`src/phy_port_regs_pkg.sv`:
```
/*
  Register addresses, field positions, reset values and codes shared by
  the port-status register bank and its per-port unit.
  Assumes a 4-bit register address and 8-bit register data, as carried
  by the link's PHY control register.
*/
package phy_port_regs_pkg;
  // register addresses
  localparam logic [3:0] ADDR_SELFID = 4'h4;
  localparam logic [3:0] ADDR_EVENT = 4'h5;
  localparam logic [3:0] ADDR_SELECT = 4'h7;
  localparam logic [3:0] ADDR_PORT_LINE = 4'h8;
  localparam logic [3:0] ADDR_PORT_SPEED = 4'h9;
  localparam logic [2:0] PAGE_PORT_STATUS = 3'h0;
  // self-id control register
  localparam int SID_PWR_LSB = 5;
  localparam int SID_JITTER_LSB = 2;
  localparam int SID_CONT = 1;
  localparam logic [2:0] JITTER_CODE = 3'h0;
  // event register
  localparam int EV_MULTI = 7;
  localparam int EV_ACCEL = 6;
  localparam int EV_PORT = 5;
  localparam int EV_TOUT = 4;
  localparam int EV_PFAIL = 3;
  localparam int EV_LOOP = 2;
  localparam int EV_SBR = 1;
  localparam int EV_NOTIFY = 0;
  localparam logic PFAIL_RESET = 1'h1;
  // select register
  localparam int SEL_PORT_LSB = 4;
  localparam int SEL_PAGE_LSB = 0;
  // page 0 line/connection status
  localparam int LN_ASTAT_LSB = 6;
  localparam int LN_BSTAT_LSB = 4;
  localparam int LN_CHILD = 3;
  localparam int LN_CONN = 2;
  localparam int LN_BIAS = 1;
  localparam int LN_DIS = 0;
  // page 0 speed / fault / interrupt enable
  localparam int SP_SPEED_LSB = 5;
  localparam int SP_PORT_CHANGE_IRQ_ENABLE = 4;
  localparam int SP_FAULT = 3;
  // line state codes
  localparam logic [1:0] LINE_INVALID = 2'h0;
  localparam logic [1:0] LINE_ONE = 2'h1;
  localparam logic [1:0] LINE_ZERO = 2'h2;
  localparam logic [1:0] LINE_HIGHZ = 2'h3;
  // negotiated speed codes
  localparam logic [2:0] SPEED_S100 = 3'h0;
  localparam logic [2:0] SPEED_S200 = 3'h1;
  localparam logic [2:0] SPEED_S400 = 3'h2;
  // strap capture timing after reset release
  localparam logic [1:0] STRAP_LOAD_CYCLE = 2'h2;
  localparam logic [1:0] STRAP_DONE_CYCLE = 2'h3;
  localparam int FILTER_CYCLES_DEFAULT = 16;
endpackage

```
`src/port_regs_if.sv`:
```
/*
  Per-port window signals between the register bank and one port unit.
  Assumes one instance per port, all on the PHY system clock.
*/
interface port_regs_if;
  logic wr_line;
  logic wr_speed;
  logic [7:0] wdata;
  logic [7:0] line_byte;
  logic [7:0] speed_byte;
  logic change_event;
  modport regs(
    output wr_line,
    output wr_speed,
    output wdata,
    input line_byte,
    input speed_byte,
    input change_event
  );
  modport port(
    input wr_line,
    input wr_speed,
    input wdata,
    output line_byte,
    output speed_byte,
    output change_event
  );
endinterface

```
`src/port_status_unit.sv`:
```
/*
  Status and control of one cable port: filtered connect and bias,
  disabled bit with strap default, interrupt enable, sticky fault and
  change detection towards the port event flag.
  Assumes its inputs are already synchronised to clk.
*/
module port_status_unit
  import phy_port_regs_pkg::*;
#(
  parameter int FILTER_CYCLES = FILTER_CYCLES_DEFAULT
) (
  input wire logic clk,
  input wire logic rst,
  input wire logic load_straps,
  input wire logic strap_disabled,
  input wire logic connect_in,
  input wire logic bias_in,
  input wire logic [1:0] astat,
  input wire logic [1:0] bstat,
  input wire logic child,
  input wire logic [2:0] speed,
  input wire logic fault_error,
  port_regs_if.port pr
);
  localparam logic [15:0] FILT_LAST = 16'(FILTER_CYCLES - 1);

  logic [1:0] filt, next_filt;
  logic [15:0] cnt [2];
  logic [15:0] next_cnt [2];
  logic disabled, next_disabled;
  logic int_en, next_int_en;
  logic fault, next_fault;
  logic [3:0] prev_state, next_prev_state;
  logic [1:0] raw;
  logic [3:0] state;

  generate
    if (FILTER_CYCLES < 1 || FILTER_CYCLES > 65535) begin : g_bad
      $error("FILTER_CYCLES out of range");
    end
  endgenerate

  assign raw = {bias_in, connect_in};
  assign state = {fault, disabled, filt};

  always_comb begin
    next_filt = filt;
    for (int i = 0; i < 2; i++) begin
      next_cnt[i] = 16'h0000;
      if (raw[i] != filt[i]) begin
        // a new level must hold for the whole filter time
        if (cnt[i] == FILT_LAST) begin
          next_filt[i] = raw[i];
        end else begin
          next_cnt[i] = cnt[i] + 16'h0001;
        end
      end
    end
    next_disabled = disabled;
    if (load_straps) begin
      next_disabled = strap_disabled;
    end else if (pr.wr_line) begin
      next_disabled = pr.wdata[LN_DIS];
    end
    next_int_en = pr.wr_speed ? pr.wdata[SP_PORT_CHANGE_IRQ_ENABLE] : int_en;
    // an error in the clearing cycle still sets the bit
    next_fault = fault_error |
                 (fault & ~(pr.wr_speed & pr.wdata[SP_FAULT]));
    next_prev_state = state;
  end

  always_ff @(posedge clk or posedge rst) begin
    if (rst) begin
      filt <= 2'h0;
      cnt[0] <= 16'h0000;
      cnt[1] <= 16'h0000;
      disabled <= 1'b0;
      int_en <= 1'b0;
      fault <= 1'b0;
      prev_state <= 4'h0;
    end else begin
      filt <= next_filt;
      cnt[0] <= next_cnt[0];
      cnt[1] <= next_cnt[1];
      disabled <= next_disabled;
      int_en <= next_int_en;
      fault <= next_fault;
      prev_state <= next_prev_state;
    end
  end

  assign pr.change_event = int_en & (|(state ^ prev_state));
  assign pr.line_byte = {astat, bstat, child, filt[0], filt[1],
                         disabled};
  assign pr.speed_byte = {speed, int_en, fault, 3'h0};
endmodule // port_status_unit

```
`src/serial_bus_phy_port_registers.sv`:
```
/*
  Self-id control, event flags, page/port select and the port status
  page of a three-port cable PHY register set.
  Assumes the link reaches it through its PHY control register, giving
  a 4-bit address, 8-bit data and one-cycle read and write strobes on
  the PHY system clock; event inputs are one-cycle pulses on clk, pins
  and analog detector outputs are asynchronous.
*/
// Summary of operation
// - contender bit feeds first self-id packet
// - strapped power class copied into self-id
// - jitter field always reads zero
// - notify enable reports events during link sleep
// - short reset request clears after reset
// - loop flag sticky, write one clears
// - power fail on status change, resets one
// - arbitration timeout flag sticky, write one clears
// - port event on enabled change or resume
// - acceleration and concatenation enables drive arbitration
// - page select chooses window page
// - port select chooses window port
// - line states report two-bit codes
// - child bit shows child or parent
// - connected bit filtered against contact bounce
// - bias bit filtered against contact bounce
// - disabled bit, strap default, disables port
// - negotiated speed read-only three-bit code
// - interrupt enable gates port change events
// - fault sticky on suspend/resume error
// - all access through link control register
module serial_bus_phy_port_registers
  import phy_port_regs_pkg::*;
#(
  parameter int N_PORTS = 3,
  parameter int FILTER_CYCLES = FILTER_CYCLES_DEFAULT
) (
  input wire logic clk,
  input wire logic rst,
  input wire logic [3:0] reg_addr,
  input wire logic [7:0] reg_wdata,
  input wire logic reg_wr,
  input wire logic reg_rd,
  output logic [7:0] reg_rdata,
  input wire logic [2:0] power_class_straps,
  input wire logic contender_strap,
  input wire logic [N_PORTS-1:0] disable_straps,
  input wire logic cable_power_present,
  input wire logic loop_detected,
  input wire logic arb_timeout,
  input wire logic short_reset_done,
  input wire logic link_asleep,
  input wire logic resume_irq_enable,
  input wire logic [N_PORTS-1:0] resume_start,
  input wire logic [N_PORTS-1:0] port_connect_raw,
  input wire logic [N_PORTS-1:0] port_bias_raw,
  input wire logic [2*N_PORTS-1:0] port_astat_raw,
  input wire logic [2*N_PORTS-1:0] port_bstat_raw,
  input wire logic [N_PORTS-1:0] port_child,
  input wire logic [3*N_PORTS-1:0] port_speed,
  input wire logic [N_PORTS-1:0] port_fault_error,
  output logic selfid_contender,
  output logic [2:0] selfid_power_class,
  output logic sleep_notify_enable,
  output logic short_arbitrated_reset_request,
  output logic accel_arb_enable,
  output logic multi_speed_enable,
  output logic [N_PORTS-1:0] port_disabled,
  output logic link_wake_irq
);
  // straps, power, per-port connect, bias, disable and line codes
  localparam int SW = 5 + 7 * N_PORTS;

  generate
    if (N_PORTS < 1 || N_PORTS > 15) begin : g_bad
      $error("N_PORTS must be 1 to 15");
    end
  endgenerate

  // two-flop synchronisers for everything from pins or analog detectors
  logic [SW-1:0] sync_raw, sync_a, sync_b;
  assign sync_raw = {port_bstat_raw, port_astat_raw, port_bias_raw,
                     port_connect_raw, disable_straps, cable_power_present,
                     contender_strap, power_class_straps};
  always_ff @(posedge clk or posedge rst) begin
    if (rst) begin
      sync_a <= '0;
      sync_b <= '0;
    end else begin
      sync_a <= sync_raw;
      sync_b <= sync_a;
    end
  end

  logic [2:0] s_pclass;
  logic s_contender, s_power;
  logic [N_PORTS-1:0] s_disable, s_connect, s_bias;
  logic [2*N_PORTS-1:0] s_astat, s_bstat;
  assign s_pclass = sync_b[2:0];
  assign s_contender = sync_b[3];
  assign s_power = sync_b[4];
  assign s_disable = sync_b[5 +: N_PORTS];
  assign s_connect = sync_b[5+N_PORTS +: N_PORTS];
  assign s_bias = sync_b[5+2*N_PORTS +: N_PORTS];
  assign s_astat = sync_b[5+3*N_PORTS +: 2*N_PORTS];
  assign s_bstat = sync_b[5+5*N_PORTS +: 2*N_PORTS];

  // strap capture once the synchronisers carry valid pin levels
  logic [1:0] strap_cnt, next_strap_cnt;
  logic load_straps, armed;
  assign load_straps = (strap_cnt == STRAP_LOAD_CYCLE);
  assign armed = (strap_cnt == STRAP_DONE_CYCLE);

  // write decode
  logic wr_sid, wr_ev, wr_sel, window_ok;
  assign wr_sid = reg_wr & (reg_addr == ADDR_SELFID);
  assign wr_ev = reg_wr & (reg_addr == ADDR_EVENT);
  assign wr_sel = reg_wr & (reg_addr == ADDR_SELECT);

  // control and flag state
  logic contender, next_contender;
  logic [2:0] pclass, next_pclass;
  logic notify_en, next_notify_en;
  logic sbr_req, next_sbr_req;
  logic loop_flag, next_loop_flag;
  logic pfail_flag, next_pfail_flag;
  logic tout_flag, next_tout_flag;
  logic pevent_flag, next_pevent_flag;
  logic accel_en, next_accel_en;
  logic multi_en, next_multi_en;
  logic [2:0] page_sel, next_page_sel;
  logic [3:0] port_sel, next_port_sel;
  logic power_prev, next_power_prev;
  logic wake, next_wake;
  logic [7:0] rdata, next_rdata;

  logic pwr_change, any_port_change;
  logic [N_PORTS-1:0] port_change;
  logic [7:0] line_bytes [N_PORTS];
  logic [7:0] speed_bytes [N_PORTS];

  // power change only counts once the synchronised level has settled
  assign pwr_change = armed & (s_power != power_prev);
  assign any_port_change = |port_change;
  // the window answers only for page 0 and a port that exists
  assign window_ok = (page_sel == PAGE_PORT_STATUS) &
                     (port_sel < 4'(N_PORTS));

  always_comb begin
    // counter parks at the armed value until the next reset
    next_strap_cnt = armed ? strap_cnt : strap_cnt + 2'h1;
    next_contender = contender;
    next_pclass = pclass;
    if (load_straps) begin
      next_contender = s_contender;
      next_pclass = s_pclass;
    end else if (wr_sid) begin
      next_contender = reg_wdata[SID_CONT];
      next_pclass = reg_wdata[SID_PWR_LSB +: 3];
    end
    next_notify_en = wr_ev ? reg_wdata[EV_NOTIFY] : notify_en;
    next_accel_en = wr_ev ? reg_wdata[EV_ACCEL] : accel_en;
    next_multi_en = wr_ev ? reg_wdata[EV_MULTI] : multi_en;
    // request stays until the arbitrated short reset has gone out
    next_sbr_req = (wr_ev & reg_wdata[EV_SBR]) |
                   (sbr_req & ~short_reset_done);
    // hardware set wins over a write-one clear in the same cycle
    next_loop_flag = loop_detected |
                     (loop_flag & ~(wr_ev & reg_wdata[EV_LOOP]));
    next_pfail_flag = pwr_change |
                      (pfail_flag & ~(wr_ev & reg_wdata[EV_PFAIL]));
    next_tout_flag = arb_timeout |
                     (tout_flag & ~(wr_ev & reg_wdata[EV_TOUT]));
    next_pevent_flag = any_port_change |
                       (resume_irq_enable & (|resume_start)) |
                       (pevent_flag & ~(wr_ev & reg_wdata[EV_PORT]));
    next_page_sel = wr_sel ? reg_wdata[SEL_PAGE_LSB +: 3] : page_sel;
    next_port_sel = wr_sel ? reg_wdata[SEL_PORT_LSB +: 4] : port_sel;
    next_power_prev = s_power;
    // wake pulse for sleep-time events and for any resume start
    next_wake = notify_en &
                ((link_asleep & (loop_detected | pwr_change | arb_timeout)) |
                 (|resume_start));
    // read data holds between reads; a same-cycle write is not yet seen
    next_rdata = rdata;
    if (reg_rd) begin
      next_rdata = 8'h00;
      case (reg_addr)
        ADDR_SELFID: begin
          next_rdata[SID_PWR_LSB +: 3] = pclass;
          next_rdata[SID_JITTER_LSB +: 3] = JITTER_CODE;
          next_rdata[SID_CONT] = contender;
        end
        ADDR_EVENT: begin
          next_rdata = {multi_en, accel_en, pevent_flag, tout_flag,
                        pfail_flag, loop_flag, sbr_req, notify_en};
        end
        ADDR_SELECT: begin
          next_rdata[SEL_PORT_LSB +: 4] = port_sel;
          next_rdata[SEL_PAGE_LSB +: 3] = page_sel;
        end
        ADDR_PORT_LINE: begin
          for (int i = 0; i < N_PORTS; i++) begin
            if (window_ok && port_sel == 4'(i)) begin
              next_rdata = line_bytes[i];
            end
          end
        end
        ADDR_PORT_SPEED: begin
          for (int i = 0; i < N_PORTS; i++) begin
            if (window_ok && port_sel == 4'(i)) begin
              next_rdata = speed_bytes[i];
            end
          end
        end
        default: begin
          next_rdata = 8'h00;
        end
      endcase
    end
  end

  always_ff @(posedge clk or posedge rst) begin
    if (rst) begin
      strap_cnt <= 2'h0;
      contender <= 1'b0;
      pclass <= 3'h0;
      notify_en <= 1'b0;
      sbr_req <= 1'b0;
      loop_flag <= 1'b0;
      pfail_flag <= PFAIL_RESET;
      tout_flag <= 1'b0;
      pevent_flag <= 1'b0;
      accel_en <= 1'b0;
      multi_en <= 1'b0;
      page_sel <= 3'h0;
      port_sel <= 4'h0;
      power_prev <= 1'b0;
      wake <= 1'b0;
      rdata <= 8'h00;
    end else begin
      strap_cnt <= next_strap_cnt;
      contender <= next_contender;
      pclass <= next_pclass;
      notify_en <= next_notify_en;
      sbr_req <= next_sbr_req;
      loop_flag <= next_loop_flag;
      pfail_flag <= next_pfail_flag;
      tout_flag <= next_tout_flag;
      pevent_flag <= next_pevent_flag;
      accel_en <= next_accel_en;
      multi_en <= next_multi_en;
      page_sel <= next_page_sel;
      port_sel <= next_port_sel;
      power_prev <= next_power_prev;
      wake <= next_wake;
      rdata <= next_rdata;
    end
  end

  // one status unit per cable port
  generate
    for (genvar g = 0; g < N_PORTS; g++) begin : g_port
      port_regs_if pr();
      // window writes reach only the selected, existing port
      assign pr.wr_line = reg_wr & (reg_addr == ADDR_PORT_LINE) &
                          window_ok & (port_sel == 4'(g));
      assign pr.wr_speed = reg_wr & (reg_addr == ADDR_PORT_SPEED) &
                           window_ok & (port_sel == 4'(g));
      assign pr.wdata = reg_wdata;
      assign line_bytes[g] = pr.line_byte;
      assign speed_bytes[g] = pr.speed_byte;
      assign port_change[g] = pr.change_event;
      assign port_disabled[g] = pr.line_byte[LN_DIS];
      port_status_unit #(
        .FILTER_CYCLES(FILTER_CYCLES)
      ) u_port (
        .clk(clk),
        .rst(rst),
        .load_straps(load_straps),
        .strap_disabled(s_disable[g]),
        .connect_in(s_connect[g]),
        .bias_in(s_bias[g]),
        .astat(s_astat[2*g +: 2]),
        .bstat(s_bstat[2*g +: 2]),
        .child(port_child[g]),
        .speed(port_speed[3*g +: 3]),
        .fault_error(port_fault_error[g]),
        .pr(pr.port)
      );
    end
  endgenerate

  // register state towards self-id, arbitration and the link
  assign reg_rdata = rdata;
  assign selfid_contender = contender;
  assign selfid_power_class = pclass;
  assign sleep_notify_enable = notify_en;
  assign short_arbitrated_reset_request = sbr_req;
  assign accel_arb_enable = accel_en;
  assign multi_speed_enable = multi_en;
  assign link_wake_irq = wake;
endmodule // serial_bus_phy_port_registers

```
`config.mk`:
```
export PLATFORM = sky130hd
export DESIGN_NAME = serial_bus_phy_port_registers
export DESIGN_NICKNAME = d
export VERILOG_FILES = /design/src/phy_port_regs_pkg.sv /design/src/port_regs_if.sv /design/src/port_status_unit.sv /design/src/serial_bus_phy_port_registers.sv
export SDC_FILE = /design/constraint.sdc
export NUM_CORES = 1
export LEC_CHECK = 0
export BUFFER_PORTS_ARGS = -buffer_cell sky130_fd_sc_hd__buf_2
export CORE_MARGIN = 5
export CORE_UTILIZATION = 45
export CTS_BUF_LIST = sky130_fd_sc_hd__clkbuf_8 sky130_fd_sc_hd__clkbuf_16
export CTS_CLUSTER_SIZE = 40
export DETAILED_ROUTE_END_ITERATION = 10
export HOLD_SLACK_MARGIN = 0.06
export PLACE_DENSITY = 0.68
export SYNTH_ARGS = -nofsm -noshare
export SYNTH_HDL_FRONTEND = slang
export SYNTH_SLANG_ARGS = --single-unit
```
`constraint.sdc`:
```
create_clock -name clk -period 13.2 [get_ports clk]
set_input_delay 1.32 -clock clk [delete_from_list [all_inputs] [get_ports clk]]
set_output_delay 1.32 -clock clk [all_outputs]
set_load 0.01 [all_outputs]
```
==> results by group, run 1 <==
Clocking
  – Inserted Clock Buffers: 23
  – CTS Sinks: 206
  – H-tree depth: 1
  – Worst skew pair latency: 0.51 ns
  – CTS Hold Bufs: 0
  – Post-CTS sizing: 0
  – Worst-path clk slew: 0.06 ns
  – Post-CTS setup buffer count: 0
  – CTS tree: done
  – Max clock buf depth: 3
  – Root buf cell: clkbuf_16

Detailed routing
  – Via-per-instance ratio: 5.343
  – Detailed-route via count: 6182
  – # DRC: 0
  – Post-Route WL: 18430 um
  – First DRT Iteration DRCs: 400
  – M1 WL: 8644 um
  – Detail Route Antenna Nets: 0
  – Average routed wire per standard cell: 15.93 um
  – Met2 wire len: 8522 um
  – WL met3: 836 um
  – Top sig layer: met4
  – Drt pass-1 iters: 4

Timing
  – Max-slew headroom: 39.41%
  – Tcrit/Tclk final: 20.65%
  – RSZ-0062 raised after global routing: false
  – Final setup fails: 0
  – Final min period: 2.725 ns
  – Setup TNS: 0 ns
  – WHS: 0.3428 ns
  – Post-route clock skew: 0.02058 ns
  – Max-slew violation count: 0
  – Hold Vio Cnt, Final: 0
  – Worst-margin pin slew: 0.9088 ns
  – FMAX: 366.9 MHz

Place
  – Placed Area: 0.009603 mm2
  – Routability cong.: 0.7836
  – Post-Place Cells: 1116
  – I/O Buffers: 84
  – Post-DP HPWL: 12460 um

Power
  – Peak VDD IR: 0.07838 mV
  – Pwr per Cell Area: 139.7 mW/mm2
  – Total Power: 1.453 mW
  – Pleak: 4.496 nW

Global routing
  – Vias in the first global route: 6097
  – Tot GR Track Use: 16.45%
  – First-pass GRT wire length: 30820 um
  – Maximum number of pins on one net before global-route repair: 133
  – GRT overflow: 0
  – Antenna violations before repair: 0

Setup path
  – CP top delay family: simple AND/OR/NAND/NOR gates
  – CP max-delay cell: nor4_1
  – Crit path kind: primary input to register
  – Setup crit end kind: register
  – Crit-path max cell delay: 0.73 ns
  – Critical Path Start Type: primary input
  – WP data required: 13.63 ns
  – Critical Path AT: 3.15 ns
  – Critical path peak fanout: 14
  – Crit-path cells: buf_2 > or3b_1 > nor4_1 > nand2_1 > a32oi_1
  – CP bufs+invs: 1

Yosys
  – Cell variety after synth: 62
  – Gate count after technology mapping: 791
  – Top cells by count, synth: dfrtp_1 (205), nor2_1 (91), nand2_1 (58)
  – Ys flop type: dfrtp_1
  – Area contributors post-synth: dfrtp_1 (57%), xnor2_1 (4.7%), xor2_1 (4.0%), nor2_1 (3.8%), mux2_2 (2.9%)
  – Area of the mapped netlist: 0.008969 mm2
  – Cell with the most instances after synthesis: dfrtp_1
  – Syn_area_per_cell: 11.34 um2
  – Synth warn: 0
  – Leading area contributor after synthesis: dfrtp_1
  – Share of the synthesized area in the top cell type: 57.20%
  – Post-synth EDFFs: 0
  – Synth Register Bits: 206
  – Syn nets: 864
  – Register area share after synthesis: 57.49%
  – Post-synth ARST share: 100.0%

Min path
  – HP Class: register to register

Die
  – Die Area: 0.02285 mm2
  – Core Rows: 51
  – Core area: 0.01953 mm2
  – Initial core utilization: 45.93%
  – Die width: 151.2 um
  – I/O pins: 85
  – Die Ht: 151.2 um

Layout
  – Fill count: 1707
  – Non-Filler Instances: 1157
  – Nets: 949
  – Final Cell Area: 0.01040 mm2
  – Share of layout cells above drive strength 1: 18.61%
  – Antenna Cells: 0
  – Area Overhead vs Synth: 15.92%

Outcome
  – Status: completed

Flow run
  – Max_cap viols: 0
-- per-layer routing --
metal | global-route usage [%] | vias to the layer above
met5 | 0 | -
met4 | 4.397 | 0
li1 | - | 2986
met3 | 3.022 | 34
met2 | 25.79 | 110
met1 | 23.72 | 3052
-- sequential cells by signal, summed over array words and instances, names as in the netlist, 4 cells and up --
| name | cells |
|---|---|
| reg_rdata | 8 |
| g_port.u_port.prev_state | 12 |
| port_sel | 4 |
| g_port.u_port.cnt | 96 |
| g_port.u_port.filt | 6 |
| sync_b | 26 |
| sync_a | 26 |
-- where the power goes --
group | total, mW | switching (mW) | internal [mW] | leakage, nW
logic | 0.105 | 0.0601 | 0.0453 | 1.48
registers | 0.689 | 0.0286 | 0.660 | 2.63
clock network | 0.659 | 0.255 | 0.404 | 0.381
-- placed cells by master, fill, tap and decap left out, types with 13 or more instances in the layout --
cell type	count
nand2_1	58
mux2_2	23
inv_1	17
xor2_1	41
nand4_1	27
o21ai_0	26
nor4_1	34
buf_2	84
nor3_1	19
nand3_1	26
clkbuf_16	23
mux2i_1	13
xnor2_1	48
dfrtp_1	205
nor2_1	91
a21oi_1	18
-- stage by stage --
stage          util, %  setup WS [ns]
5_1_grt          53.24          10.28
6_report         53.24          10.47
3_3_place_gp     49.18          10.06
4_1_cts          53.24          10.52
3_5_place_dp     49.18          10.02
2_1_floorplan        -          6.258
-- cell families (layout without fill, tap and decap cells) --
group / after synthesis / in the layout / synth area share (%)
and+or+nand+nor: 322 / 322 / 18.88
xor gates and xnor gates: 89 / 89 / 8.691
adders and majority gates: 8 / 8 / 1.116
DFF: 206 / 206 / 57.49
AOI/OAI and AO/OA: 81 / 81 / 5.915
muxes: 43 / 43 / 5.720
buffers and inverters: 42 / 143 / 2.190
-- final timing paths --
kind	from	to	slack, ns	cells after the start
min in group asynchronous	rst	g_port[0].u_port.cnt[15]$_DFF_PP0_	1.01	2
hold / removal	sync_a[7]$_DFF_PP0_	sync_b[7]$_DFF_PP0_	0.34	0
max in group asynchronous	rst	g_port[1].u_port.cnt[17]$_DFF_PP0_	10.69	3
setup / recovery	reg_addr[1]	reg_rdata[7]$_DFFE_PP0P_	10.47	5
setup reg to reg	port_sel[0]$_DFFE_PP0P_	reg_rdata[7]$_DFFE_PP0P_	10.86	4
hold reg to reg	sync_a[7]$_DFF_PP0_	sync_b[7]$_DFF_PP0_	0.34	0
-- layout make-up --
type,instances,area (um2),share of cell area [%]
inverters,17,71.32,0.6860
well taps,265,331.6,3.189
flip-flops and latches,206,5156,49.60
repair buffers,85,427.9,4.116
multi-input cells,543,3616,34.78
clock inverters,17,203.9,1.962
clock buffers,24,589.3,5.669
Note: power is estimated with default switching activity, not from simulation.
==> run 2, diff against run 1 <==
clock period = 2.65 ns   (was 13.2 ns; I/O delays follow)
==> results by group, run 2 (synthesis gave the netlist of run 1 again) <==
Layout
  – Most frequent cells in the layout: dfrtp_1 (205), nor2_1 (91), buf_2 (84)
  – Area Overhead vs Synth: 21.71%
  – Most common cell after layout, fill and taps aside: dfrtp_1
  – Nets: 1001
  – Register with the most flip-flops: g_port.u_port.cnt
  – Final Util: 55.90%
  – Final Cell Area: 0.01092 mm2
  – Max reg flops: 96
  – Share of layout cells above drive strength 1: 18.15%
  – Top flop regs: g_port.u_port.cnt x96, sync_a x26, sync_b x26

Clocking
  – CTS tree: done
  – Inserted Clock Buffers: 23
  – Max clock buf depth: 3
  – Root buf cell: clkbuf_16
  – Post-CTS sizing: 0
  – H-tree depth: 1
  – Worst skew pair latency: 0.49 ns
  – CTS Sinks: 206
  – Post-CTS setup buffer count: 0
  – Worst-path clk slew: 0.06 ns
  – CTS Hold Bufs: 42

Detailed routing
  – # DRC: 0
  – Detailed-route via count: 6325
  – Drt pass-1 iters: 4
  – Met2 wire len: 8638 um
  – Average routed wire per standard cell: 15.27 um
  – WL met3: 854 um
  – Detail Route Antenna Nets: 0
  – M1 WL: 8696 um
  – First DRT Iteration DRCs: 272
  – Top sig layer: met4
  – Via-per-instance ratio: 5.236
  – Post-Route WL: 18450 um

Power
  – Pleak: 4.751 nW
  – Pwr per Cell Area: 664.1 mW/mm2
  – Peak VDD IR: 0.3607 mV

Flow run
  – Max_cap viols: 0

Timing
  – Max-slew headroom: 53.08%
  – WHS: 0.08190 ns
  – Max-slew violation count: 0
  – Hold Vio Cnt, Final: 0
  – Final min period: 2.128 ns
  – Worst-margin pin slew: 0.6974 ns
  – Setup TNS: 0 ns
  – RSZ-0062 raised after global routing: false
  – FMAX: 470.0 MHz
  – Final setup fails: 0
  – Post-route clock skew: 0.007088 ns
  – Tcrit/Tclk final: 80.30%

Setup path
  – Critical Path Start Type: register
  – Reg2Reg Depth: 4
  – WP data required: 2.99 ns
  – Critical Path AT: 2.47 ns
  – Setup crit end kind: register
  – Crit path kind: register to register
  – Critical path peak fanout: 16

Die
  – Die width: 151.2 um
  – Die Ht: 151.2 um
  – I/O pins: 85
  – Core Rows: 51
  – Initial core utilization: 45.93%
  – Die Area: 0.02285 mm2
  – Core area: 0.01953 mm2

Global routing
  – Tot GR Track Use: 16.59%
  – Maximum number of pins on one net before global-route repair: 70
  – Antenna violations before repair: 1
  – Vias in the first global route: 6327
  – First-pass GRT wire length: 31260 um
  – GRT overflow: 0

Min path
  – Hold path cells: 2
  – HP Class: primary input to register

Place
  – Placed Area: 0.009712 mm2
  – Routability cong.: 0.7954
  – Post-DP HPWL: 12700 um
  – I/O Buffers: 84

Outcome
  – Status: completed
## run 2: cell count changes in the layout (fill, tap and decap cells not counted)
cell           delta
dlygate4sd3_1    +42
buf_4             +7
clkinvlp_4        -4
buf_12            +3
inv_1             +3
clkbuf_8          +2
clkinv_2          -1
diode_2           +1
inv_6             -1
inv_8             -1
## run 2: per-stage QoR
stage          setup WS, ns  power, mW  std cells
3_5_place_dp         0.5186      4.031       1126
3_3_place_gp         0.5377      4.017       1126
4_1_cts              0.4983      7.350       1207
2_1_floorplan       -0.2864      3.808        791
6_report             0.5222      7.249       1208
5_1_grt              0.2962      7.575       1208
## run 2: per-layer routing
metal,vias up,track usage [%]
li1,3087,-
met2,109,27.33
met5,-,0
met3,22,2.573
met4,0,3.626
met1,3107,23.41
## run 2: power breakdown
group          internal, mW  leakage, nW  switching, mW
clock                  2.04        0.403           1.19
sequential             3.29         2.63          0.133
combinational         0.283         1.71          0.314
total                  5.61         4.75           1.63
## run 2: critical path, stage by stage, from the launching register on
cell and delay (ns):
dfrtp_1 0.43, or4_1 0.53, nor4_1 0.37, nand2b_1 0.54, nor2_1 0.11
## run 2: worst paths after layout
check,start,end,slack (ns)
worst max-delay path,g_port[0].u_port.cnt[4]$_DFF_PP0_,g_port[0].u_port.cnt[3]$_DFF_PP0_,0.52
worst max register to register,g_port[0].u_port.cnt[4]$_DFF_PP0_,g_port[0].u_port.cnt[3]$_DFF_PP0_,0.52
max in group asynchronous,rst,pfail_flag$_DFF_PP1_,1.49
min in group asynchronous,rst,g_port[0].u_port.cnt[10]$_DFF_PP0_,0.38
worst min-delay path,reg_wdata[0],sleep_notify_enable$_DFFE_PP0P_,0.08
worst min register to register,sync_a[7]$_DFF_PP0_,sync_b[7]$_DFF_PP0_,0.34
## run 2: area by class of cell
type	count	area [um2]
Timing Repair Buffer	137	960.9
Tap cell	265	331.6
Multi-Input combinational cell	543	3616
Sequential cell	206	5156
Clock buffer	26	616.8
Fill cell	1704	8611
Inverter	17	67.56
Clock inverter	13	163.9
Antenna cell	1	2.502
==> run 3, diff against run 2 <==
PLACE_DENSITY = 0.71   (was 0.68)
clock period = 1.95 ns   (was 2.65 ns; I/O delays follow)
==> results by group, run 3 (synthesis gave the netlist of run 1 again) <==
Outcome
  – Status: completed

Detailed routing
  – Detail Route Antenna Nets: 0
  – Post-Route WL: 19330 um
  – # DRC: 0
  – Average routed wire per standard cell: 15.48 um
  – Via-per-instance ratio: 5.260
  – Drt pass-1 iters: 6
  – First DRT Iteration DRCs: 394
  – Detailed-route via count: 6565

Layout
  – Fill count: 1650
  – Final Cell Area: 0.01125 mm2
  – Nets: 1039
  – Max reg flops: 96
  – Area Overhead vs Synth: 25.40%
  – Multi-input logic area: 0.003642 mm2
  – Share of layout cells above drive strength 1: 21.16%
  – Antenna Cells: 0
  – Register with the most flip-flops: g_port.u_port.cnt
  – Most common cell after layout, fill and taps aside: dfrtp_1
  – Register area: 0.005156 mm2
  – Top flop regs: g_port.u_port.cnt x96, sync_a x26, sync_b x26
  – Most frequent cells in the layout: dfrtp_1 (205), nor2_1 (90), buf_2 (84)

Setup path
  – Critical path peak fanout: 5
  – Critical Path Start Type: register
  – Setup crit end kind: register
  – WP data required: 2.39 ns
  – Crit path kind: register to register
  – Critical Path AT: 2.29 ns

Power
  – Total Power: 9.832 mW
  – Combinational share of power: 9.4%
  – Clk pwr share: 43.8%
  – P_int: 7.550 mW
  – Switching share of power: 23.21%
  – Seq pwr share: 46.9%
  – Pwr per Cell Area: 874.2 mW/mm2
  – Pleak: 4.937 nW
  – P_sw: 2.282 mW
  – Peak VDD IR: 0.7499 mV

Flow run
  – Max_cap viols: 0

Clocking
  – Inserted Clock Buffers: 23
  – Worst-path clk slew: 0.06 ns
  – Worst skew pair latency: 0.50 ns
  – CTS Sinks: 206
  – Root buf cell: clkbuf_16
  – H-tree depth: 1
  – CTS tree: done
  – Post-CTS setup buffer count: 0
  – Max clock buf depth: 3

Timing
  – Hold Vio Cnt, Final: 0
  – RSZ-0062 raised after global routing: false
  – Final min period: 1.852 ns
  – FMAX: 539.9 MHz
  – Worst-margin pin slew: 0.6217 ns
  – Post-route clock skew: 0.01834 ns
  – Tcrit/Tclk final: 94.99%
  – Final setup fails: 0
  – Max-slew headroom: 58.17%
  – Max-slew violation count: 0

Die
  – Initial core utilization: 45.93%
  – Die Area: 0.02285 mm2
  – Core Rows: 51
  – Core area: 0.01953 mm2
  – I/O pins: 85
  – Die Ht: 151.2 um
  – Die width: 151.2 um

Place
  – I/O Buffers: 84
  – Post-DP HPWL: 13070 um
  – Routability cong.: 0.7890
  – Placed Area: 0.009957 mm2

Min path
  – HP Class: primary input to register

Global routing
  – Maximum number of pins on one net before global-route repair: 80
  – First-pass GRT wire length: 32560 um
  – GRT overflow: 0
  – Vias in the first global route: 6495
  – Tot GR Track Use: 17.36%
  – Antenna violations before repair: 0
[run 3: area by class of cell]
| type | count | area share [%] |
|---|---|---|
| clock inverter | 13 | 1.023 |
| tap | 265 | 2.948 |
| inverter | 17 | 0.6007 |
| sequential | 206 | 45.85 |
| timing repair buffer | 175 | 11.35 |
| multi-input combinational | 543 | 32.38 |
| clock buffer | 29 | 5.852 |
[run 3: power groups by stage]
stage	sequential, mW	combinational [mW]	clock, mW
finish	4.61	0.921	4.30
global route	4.63	1.02	4.60
CTS	4.61	0.927	4.42
detailed placement	4.68	0.847	0
global placement	4.67	0.836	0
floorplan	4.67	0.504	0
[run 3: path summary, 6_finish.rpt]
| check | start | to | slack, ns | cells past startpoint |
|---|---|---|---|---|
| max | page_sel[1]$_DFFE_PP0P_ | reg_rdata[3]$_DFFE_PP0P_ | 0.1 | 5 |
| min in group asynchronous | rst | sync_b[20]$_DFF_PP0_ | 0.40 | 4 |
| min | resume_irq_enable | pevent_flag$_DFF_PP0_ | 0.12 | 4 |
| max reg2reg | page_sel[1]$_DFFE_PP0P_ | reg_rdata[3]$_DFFE_PP0P_ | 0.1 | 5 |
| max in group asynchronous | rst | reg_rdata[7]$_DFFE_PP0P_ | 1.15 | 4 |
| min reg2reg | sync_a[22]$_DFF_PP0_ | sync_b[22]$_DFF_PP0_ | 0.34 | 0 |
[run 3: critical path, cell delays in order (launching register included)]
cell and delay [ns]:
dfrtp_1 0.40, or3_1 0.49, buf_4 0.20, or4_1 0.40
a211oi_1 0.18, a211o_1 0.12
[run 3: layer usage]
metal	vias to the layer above	track usage, %	routed length [um]
met5	-	0	0
met4	0	3.581	327
met3	28	2.693	748
met2	119	28.18	9203
met1	3242	24.98	9046
li1	3176	-	-
[run 3: metrics by stage]
stage	hold WS (ns)	cells	worst slack [ns]	TNS, ns	util [%]
after floorplan	0.2264	791	-0.9164	-188.10	-
final	0.1173	1248	0.09767	0	57.60
after global placement	0.3030	1157	0.1136	0	50.99
after global routing	0.1259	1248	0.004551	0	57.60
after detailed placement	0.3043	1157	0.05455	0	50.99
after CTS	0.1006	1248	0.05368	0	57.47
[run 3: timing repair]
item                                    4_1_cts  5_1_grt
endpoints found under the hold margin       263        0
resized for setup                             0        5
endpoints found under the setup margin        0       19
hold buffers                                 49        0
